**src/hw/rwa_pkg.sv**
```systemverilog
package rwa_pkg;

   localparam int unsigned CLK_HZ = 25000000;
   // Reset generator hold time after supply and clock are good
   localparam int unsigned RSTGEN_HOLD_US = 5000;
   localparam int unsigned RSTGEN_HOLD_CYC = (CLK_HZ / 1000000) * RSTGEN_HOLD_US;
   // Ring indicator low pulse needed for a remote wake
   localparam int unsigned RING_PULSE_US = 20000;
   localparam int unsigned RING_PULSE_CYC = (CLK_HZ / 1000000) * RING_PULSE_US;
   // Minimum visible LED pulse
   localparam int unsigned LED_MIN_US = 50000;
   localparam int unsigned LED_MIN_CYC = (CLK_HZ / 1000000) * LED_MIN_US;
   // Reference and working clock
   localparam int unsigned REF_CLK_HZ = 6000000;
   localparam int unsigned PLL_MULT = 8;
   localparam int unsigned WORK_CLK_HZ = REF_CLK_HZ * PLL_MULT;
   localparam int unsigned CNT_W = 24;

   typedef enum logic [1:0] {
      RWA_RG_WAIT,
      RWA_RG_HIZ,
      RWA_RG_HIGH
   } rwa_rg_state_e;

   // Status from the USB engine, same clock
   typedef struct packed {
      logic suspended;
      logic configured;
      logic bus_reset;
      logic tx_active;
      logic rx_active;
      logic remote_wake_en;
   } rwa_usb_status_s;

   // Open-collector / tristate pin pair
   typedef struct packed {
      logic out;
      logic oe;
   } rwa_pin_drive_s;

endpackage

```
**src/hw/rwa_misc_pins.sv**
```systemverilog
`timescale 1ns/10ps
module rwa_misc_pins
   import rwa_pkg::*;
#(
   parameter int unsigned RSTGEN_CYC = RSTGEN_HOLD_CYC,
   parameter int unsigned RING_CYC = RING_PULSE_CYC,
   parameter int unsigned LED_CYC = LED_MIN_CYC
)
(
   input wire logic clk,
   input wire logic srst,
   input wire logic ext_reset_n,
   input wire logic supply_ok,
   input wire logic pll_locked,
   input wire logic crystal_in,
   input wire logic test_mode,
   input wire logic ring_indicator_n,
   input wire rwa_pkg::rwa_usb_status_s usb_status,
   input wire logic uart_tx_busy,
   output logic reset_gen_out_n,
   output logic reset_gen_out_oe,
   output logic tx_activity_led_n,
   output logic tx_activity_led_oe,
   output logic rx_activity_led_n,
   output logic rx_activity_led_oe,
   output logic crystal_out,
   output logic sleep_n,
   output logic power_enable_n,
   output logic rs485_drive_enable,
   output logic remote_wake_req,
   output logic core_reset,
   output logic test_mode_active
);
   import rwa_pkg::*;

   // Pin synchronisers; stage one feeds stage two only
   logic [1:0] ext_rst_sync_r;
   logic [1:0] supply_sync_r;
   logic [1:0] ring_sync_r;
   logic [1:0] xtal_sync_r;
   logic [1:0] test_sync_r;

   always_ff @(posedge clk)
   begin
      if (srst)
      begin
         ext_rst_sync_r <= 2'h3;
         supply_sync_r <= 2'h0;
         ring_sync_r <= 2'h3;
         xtal_sync_r <= 2'h0;
         test_sync_r <= 2'h0;
      end
      else
      begin
         ext_rst_sync_r <= {ext_rst_sync_r[0], ext_reset_n};
         supply_sync_r <= {supply_sync_r[0], supply_ok};
         ring_sync_r <= {ring_sync_r[0], ring_indicator_n};
         xtal_sync_r <= {xtal_sync_r[0], crystal_in};
         test_sync_r <= {test_sync_r[0], test_mode};
      end
   end

   logic ext_rst_s;
   logic power_good_s;
   assign ext_rst_s = !ext_rst_sync_r[1];
   assign power_good_s = supply_sync_r[1] && pll_locked;

   // Core reset follows the external pin and loss of supply or PLL lock; bus reset is handled elsewhere
   always_ff @(posedge clk)
   begin
      if (srst)
         core_reset <= 1'b1;
      else
         core_reset <= ext_rst_s || !power_good_s;
   end

   // Reset generator
   rwa_rg_state_e rg_state_r;
   logic [CNT_W-1:0] rg_cnt_r;

   always_ff @(posedge clk)
   begin
      if (srst)
      begin
         rg_state_r <= RWA_RG_WAIT;
         rg_cnt_r <= '0;
      end
      else
      begin
         case (rg_state_r)
            RWA_RG_WAIT:
            begin
               rg_cnt_r <= '0;
               if (power_good_s)
                  rg_state_r <= RWA_RG_HIZ;
            end
            RWA_RG_HIZ:
            begin
               rg_cnt_r <= rg_cnt_r + 1'b1;
               if (!power_good_s)
                  rg_state_r <= RWA_RG_WAIT;
               else if (rg_cnt_r == CNT_W'(RSTGEN_CYC - 1))
                  rg_state_r <= RWA_RG_HIGH;
            end
            RWA_RG_HIGH:
            begin
               if (!power_good_s)
                  rg_state_r <= RWA_RG_WAIT;
            end
            default:
               rg_state_r <= RWA_RG_WAIT;
         endcase
      end
   end

   // Bus reset deliberately absent from this path
   always_ff @(posedge clk)
   begin
      if (srst)
      begin
         reset_gen_out_n <= 1'b1;
         reset_gen_out_oe <= 1'b0;
      end
      else if (ext_rst_s)
      begin
         reset_gen_out_n <= 1'b0;
         reset_gen_out_oe <= 1'b1;
      end
      else
      begin
         reset_gen_out_n <= 1'b1;
         reset_gen_out_oe <= (rg_state_r == RWA_RG_HIGH);
      end
   end

   AST_RESET_GEN_OUT_N_LOW: assert property (@(posedge clk) disable iff (srst)
      ext_rst_sync_r[1] == 1'b0 |=> reset_gen_out_oe && !reset_gen_out_n)
      else $error("reset output not driven low");

   AST_RESET_GEN_OUT_N_HIZ: assert property (@(posedge clk) disable iff (srst)
      $rose(rg_state_r == RWA_RG_HIZ) && ext_rst_sync_r[1] |=> !reset_gen_out_oe [*8])
      else $error("reset output driven during hold");

   AST_RESET_GEN_OUT_N_BUSRST: assert property (@(posedge clk) disable iff (srst)
      usb_status.bus_reset && ext_rst_sync_r[1] && rg_state_r == RWA_RG_HIGH
      && $past(rg_state_r) == RWA_RG_HIGH |=> reset_gen_out_oe && reset_gen_out_n)
      else $error("bus reset disturbed reset output");

   // Activity LEDs
   rwa_pin_drive_s tx_led;
   rwa_pin_drive_s rx_led;

   rwa_led_stretch #(.MIN_CYC(CNT_W'(LED_CYC))) u_tx_led (
      .clk(clk),
      .srst(srst),
      .activity(usb_status.tx_active),
      .led_n(tx_led)
   );

   rwa_led_stretch #(.MIN_CYC(CNT_W'(LED_CYC))) u_rx_led (
      .clk(clk),
      .srst(srst),
      .activity(usb_status.rx_active),
      .led_n(rx_led)
   );

   // Extra flop keeps top outputs registered
   always_ff @(posedge clk)
   begin
      if (srst)
      begin
         tx_activity_led_n <= 1'b1;
         tx_activity_led_oe <= 1'b0;
         rx_activity_led_n <= 1'b1;
         rx_activity_led_oe <= 1'b0;
      end
      else
      begin
         tx_activity_led_n <= tx_led.out;
         tx_activity_led_oe <= tx_led.oe;
         rx_activity_led_n <= rx_led.out;
         rx_activity_led_oe <= rx_led.oe;
      end
   end

   AST_TX_ACTIVITY_LED_N: assert property (@(posedge clk) disable iff (srst)
      usb_status.tx_active |-> ##2 (tx_activity_led_oe && !tx_activity_led_n))
      else $error("tx led not lit");

   AST_RX_ACTIVITY_LED_N: assert property (@(posedge clk) disable iff (srst)
      usb_status.rx_active |-> ##2 (rx_activity_led_oe && !rx_activity_led_n))
      else $error("rx led not lit");

   // Oscillator output: sampled reference, gated in suspend.
   // Limitation: at 25 MHz the 6MHz copy carries sampling jitter.
   always_ff @(posedge clk)
   begin
      if (srst)
         crystal_out <= 1'b0;
      else if (usb_status.suspended)
         crystal_out <= 1'b0;
      else
         crystal_out <= xtal_sync_r[1];
   end

   AST_XTAL_STOP: assert property (@(posedge clk) disable iff (srst)
      usb_status.suspended [*2] |=> $stable(crystal_out) && !crystal_out)
      else $error("oscillator output toggles in suspend");

   // Suspend and power enable
   always_ff @(posedge clk)
   begin
      if (srst)
      begin
         sleep_n <= 1'b1;
         power_enable_n <= 1'b1;
      end
      else
      begin
         sleep_n <= !usb_status.suspended;
         power_enable_n <= !(usb_status.configured && !usb_status.suspended);
      end
   end

   AST_POWER_ENABLE_N: assert property (@(posedge clk) disable iff (srst)
      usb_status.suspended |=> power_enable_n && !sleep_n)
      else $error("power enable low during suspend");

   // Factory test mode is flagged only; the board keeps it low
   always_ff @(posedge clk)
   begin
      if (srst)
         test_mode_active <= 1'b0;
      else
         test_mode_active <= test_sync_r[1];
   end

   // Ring indicator wake: needs a full 20ms low while suspended
   logic [CNT_W-1:0] ring_cnt_r;
   logic ring_done_r;

   always_ff @(posedge clk)
   begin
      if (srst || ring_sync_r[1] || !usb_status.suspended)
         ring_cnt_r <= '0;
      else if (ring_cnt_r != CNT_W'(RING_CYC))
         ring_cnt_r <= ring_cnt_r + 1'b1;
   end

   // One request per pulse; releasing the pin rearms it
   always_ff @(posedge clk)
   begin
      if (srst)
      begin
         remote_wake_req <= 1'b0;
         ring_done_r <= 1'b0;
      end
      else
      begin
         remote_wake_req <= 1'b0;
         if (ring_sync_r[1] || !usb_status.suspended)
            ring_done_r <= 1'b0;
         else if (ring_cnt_r == CNT_W'(RING_CYC) && !ring_done_r)
         begin
            ring_done_r <= 1'b1;
            remote_wake_req <= usb_status.remote_wake_en;
         end
      end
   end

   AST_WAKE_EN: assert property (@(posedge clk) disable iff (srst)
      !usb_status.remote_wake_en |=> !remote_wake_req)
      else $error("wake without enable");

   // RS485 driver enable follows the transmitter
   always_ff @(posedge clk)
   begin
      if (srst)
         rs485_drive_enable <= 1'b0;
      else
         rs485_drive_enable <= uart_tx_busy;
   end

   AST_RS485_DRIVE_ENABLE: assert property (@(posedge clk) disable iff (srst)
      uart_tx_busy |=> rs485_drive_enable)
      else $error("rs485 enable missing");
endmodule

```
**src/hw/rwa_led_stretch.sv**
```systemverilog
`timescale 1ns/10ps
module rwa_led_stretch
   import rwa_pkg::*;
#(
   parameter logic [CNT_W-1:0] MIN_CYC = CNT_W'(LED_MIN_CYC)
)
(
   input wire logic clk,
   input wire logic srst,
   input wire logic activity,
   output rwa_pkg::rwa_pin_drive_s led_n
);
   logic [CNT_W-1:0] cnt_r;

   // Retrigger restarts the window so steady traffic keeps the LED lit
   always_ff @(posedge clk)
   begin
      if (srst)
         cnt_r <= '0;
      else if (activity)
         cnt_r <= MIN_CYC;
      else if (cnt_r != '0)
         cnt_r <= cnt_r - 1'b1;
   end

   // Open collector: drive low only, release otherwise
   always_ff @(posedge clk)
   begin
      if (srst)
         led_n <= '{out: 1'b1, oe: 1'b0};
      else
         led_n <= (activity || cnt_r > 1) ? rwa_pin_drive_s'{out: 1'b0, oe: 1'b1}
            : rwa_pin_drive_s'{out: 1'b1, oe: 1'b0};
   end

   AST_LED_HOLD: assert property (@(posedge clk) disable iff (srst)
      activity |=> (led_n.oe && !led_n.out) [*8])
      else $error("led released too early");
endmodule

```
**config.mk**
```make
export PLATFORM = sky130hd
export DESIGN_NAME = rwa_misc_pins
export DESIGN_NICKNAME = d
export VERILOG_FILES = /design/src/hw/rwa_pkg.sv /design/src/hw/rwa_misc_pins.sv /design/src/hw/rwa_led_stretch.sv
export SDC_FILE = /design/constraint.sdc
export NUM_CORES = 1
export LEC_CHECK = 0
export BUFFER_PORTS_ARGS = -buffer_cell sky130_fd_sc_hd__buf_2
export CAP_MARGIN = 5
export CORE_ASPECT_RATIO = 1.4
export CORE_MARGIN = 3
export CORE_UTILIZATION = 61
export CTS_BUF_LIST = sky130_fd_sc_hd__clkbuf_4 sky130_fd_sc_hd__clkbuf_8 sky130_fd_sc_hd__clkbuf_16
export DETAILED_ROUTE_END_ITERATION = 7
export PLACE_DENSITY_LB_ADDON = 0.05
export SLEW_MARGIN = 20
export SYNTH_ARGS = -nofsm -noshare
export SYNTH_HDL_FRONTEND = slang
export SYNTH_SLANG_ARGS = --single-unit
```
**constraint.sdc**
```tcl
create_clock -name clk -period 3 [get_ports clk]
set_clock_uncertainty 0.05 [all_clocks]
set_input_delay 0.6 -clock clk [delete_from_list [all_inputs] [get_ports clk]]
set_output_delay 0.6 -clock clk [all_outputs]
set_load 0.005 [all_outputs]
```
==> run metrics <==
asr flop ratio synth=0; # rows=40; Synth Warn #=0; hold buffers post-CTS=0; EDFF count, synth=0; status=finished, final reports clean; crit-path max FO=13; R2R Setup Slk=0.62 ns; kind of critical path=flip-flop to flip-flop; worst vdd ir=roughly 0.46 mV; drt first pass iters=4; WP data required=3.28 ns; Starting Density=0.632; TNS Setup=0 ns; startpoint types=flip-flop; CTS clk-pin slew, worst paths=0.05 ns; WP data arrival=between 2 and 3 ns; Fin. Hold Viols=0; share of post-route cells with drive strength above 1=0.133; Final setup viols=0; Reg power frac=0.439; Resize count post-CTS=0; first-pass GRT wire length=about 18,000 um; Power Dens Cells=between 600 and 700 nW/um2; Post-Layout Cell Count=743; H-tree lvl count=4; maxcap violations=0; setup bufs post-CTS=0; clock share of power=0.472; internal cell power=0.00312 W; Avg WL per Cell=approximately 14 um; Synth Flop Type=dfxtp_1; TritonCTS clock tree=built; mapped cell area=5470 um2; placed cells=slightly above 700; Layout Nets=650; post-detailed-route count of antenna-violating nets=0; Unique masters post-synth=50; register area=2520 um2; all-layer global routing usage=0.219; initial antenna violation count=0; fmax=around 0.42 GHz; RSZ-0062 raised after global routing=false; GPL Wtd Cong=roughly 0.82; post-route worst setup slack=0.620 ns; area grow syn2layout=13.6%; die width=86.0 um; final WL=10,600 um; Syn Area/Cell=9.03 um2; Sw Share=0.233; worst slew pin tran=0.581 ns; area of the multi-input gates=2780 um2; ANT cells=0; Seq/Total Area, Yosys=0.461; residual DRC count=0; DR vias=4,307; Crit. End Element=flip-flop; Final Max Tran Viols=0; Gate Count Post-Synth=approximately 610; number of fill cells in the layout=660; Net Count, Synth=630; I/O pins=28; die footprint=~10,000 um2; HPWL after DPL=6980 um; Clk Latency, worst-skew pair=0.41 ns; clk buf depth=2; Die H=118 um; clk sinks=approximately 130; P_leak=2.31 nW; combinational fraction of design power=0.089; Hold/Removal Path Class=primary input to flip-flop; synthesized flop and latch total=~130; DR vias/cell=5.80; largest net degree at the start of global routing=43; CTS Buf Count=17; final global-route overflow total=0; root buffer cell=clkbuf_16; area of the core=8660 um2; IO buf count=26; DRT iter0 DRCs=242; setup slack after placement=0.654 ns; worst relative slew slack=0.609; NetSw=0.000949 W; final period demand of the worst path=2.38 ns; via count of the first global-routing pass=4,104; Tcrit/Tclk final=0.793
-- flip-flops by register name, indices dropped and copies added, names as in the netlist, 2 cells and up --
register,flops
ext_rst_sync_r,2
rg_cnt_r,24
rg_state_r,2
ring_cnt_r,24
ring_sync_r,2
supply_sync_r,2
test_sync_r,2
u_rx_led.cnt_r,24
u_rx_led.led_n,2
u_tx_led.cnt_r,24
u_tx_led.led_n,2
xtal_sync_r,2
-- layout by cell type (no fill, tap or decap), types with 2 or more instances in the layout --
master     netlist  routed
dfxtp_1        126     126
nor2_1          85      85
xor2_1          47      47
a21oi_1         29      29
xnor2_1         28      28
buf_2            5      26
nand2_1         24      24
nand4_1         21      21
nand3_1         19      19
and3_1          17      17
clkbuf_16        0      17
nor2b_1         14      14
inv_1           13      13
nor4_1          13      13
or2_2           12      12
nor3_1          12      12
and4_1          11      11
o21ai_0         10      10
or4_1            9       9
ha_1             9       9
or3_1            8       8
a211oi_1         7       7
o211ai_1         7       7
o31ai_1          6       6
buf_4            0       6
a31oi_1          5       5
clkinv_2         0       5
nand2b_1         4       4
nor4bb_1         4       4
nor4b_1          4       4
or3_2            4       4
clkbuf_4         0       4
and2_1           3       3
a2111oi_0        3       3
clkbuf_8         0       3
mux2i_1          2       2
nor4_2           2       2
nand4b_1         2       2
a31o_2           2       2
-- cells in the mapped netlist, types with 4 or more instances --
cell type / count / area [um2]
nand3_1: 19 / 95.1
o21ai_0: 10 / 50.1
nor4b_1: 4 / 35.0
ha_1: 9 / 113
and4_1: 11 / 96.3
nor2b_1: 14 / 87.6
nor4_1: 13 / 81.3
nor2_1: 85 / 319
nand2b_1: 4 / 25.0
clkbuf_1: 22 / 82.6
a21oi_1: 29 / 145
nor4bb_1: 4 / 40.0
a31oi_1: 5 / 31.3
and3_1: 17 / 106
or4_1: 9 / 67.6
inv_1: 13 / 48.8
nand2_1: 24 / 90.1
a211oi_1: 7 / 52.6
buf_2: 5 / 25.0
nand4_1: 21 / 131
dfxtp_1: 126 / 2520
o31ai_1: 6 / 45.0
or2_2: 12 / 75.1
xor2_1: 47 / 412
or3_2: 4 / 30.0
or3_1: 8 / 50.1
nor3_1: 12 / 60.1
xnor2_1: 28 / 245
o211ai_1: 7 / 52.6
-- power by group through the flow --
stage / sequential (W) / combinational, W / clock [W]
2_1_floorplan: 0.00181 / 0.000283 / 0
3_3_place_gp: 0.00181 / 0.000351 / 0
3_5_place_dp: 0.00182 / 0.000359 / 0
4_1_cts: 0.00178 / 0.000364 / 0.00194
5_1_grt: 0.00179 / 0.000406 / 0.00201
6_report: 0.00178 / 0.000363 / 0.00192
-- stage by stage --
stage | total power, W | area, um2 | util | hold slack [ns]
finish | 0.00406 | 6210 | 0.717 | 0.303
global route | 0.00421 | 6210 | 0.717 | 0.300
CTS | 0.00409 | 6210 | 0.717 | 0.288
detailed placement | 0.00218 | 5650 | 0.653 | 0.347
global placement | 0.00217 | 5650 | 0.653 | 0.345
floorplan | 0.00209 | 5470 | - | 0.339
-- cell type report --
type                    instances  area share
clock buffers                  24      0.0800
clock inverters                 7      0.0101
inverters                      13     0.00785
multi-input cells             436       0.447
flip-flops and latches        126       0.406
well taps                     105      0.0211
repair buffers                 32      0.0282
-- per-layer routing --
metal,global-route usage,wire length [um],vias up
li1,-,-,2169
met1,0.273,4900,2027
met2,0.347,5110,88
met3,0.0560,376,23
met4,0.109,234,0
met5,0,0,-
-- worst paths after layout --
kind,startpoint,to,cells past startpoint
worst max-delay path,u_tx_led.cnt_r[2],u_tx_led.cnt_r[17],6
worst min-delay path,usb_status[4],power_enable_n,2
worst max register to register,u_tx_led.cnt_r[2],u_tx_led.cnt_r[17],6
worst min register to register,u_tx_led.led_n[1],tx_activity_led_n,1
-- cells by family (layout without fill, tap and decap cells) --
logic type	Yosys count	in the layout	synth area share
flops	126	126	0.461
xor+xnor	75	75	0.120
compound gates	76	76	0.0883
mux	2	2	0.00366
fa+ha+maj	9	9	0.0206
simple gates	274	274	0.275
buf+inv	44	76	0.0316
-- critical path: stages, from the launching register on --
cell	delay [ns]
dfxtp_1	0.36
nor4_2	0.55
and3_1	0.32
o211ai_1	0.11
buf_4	0.19
or4_2	0.55
a31oi_1	0.18
Note: power is estimated with default switching activity, not from simulation.
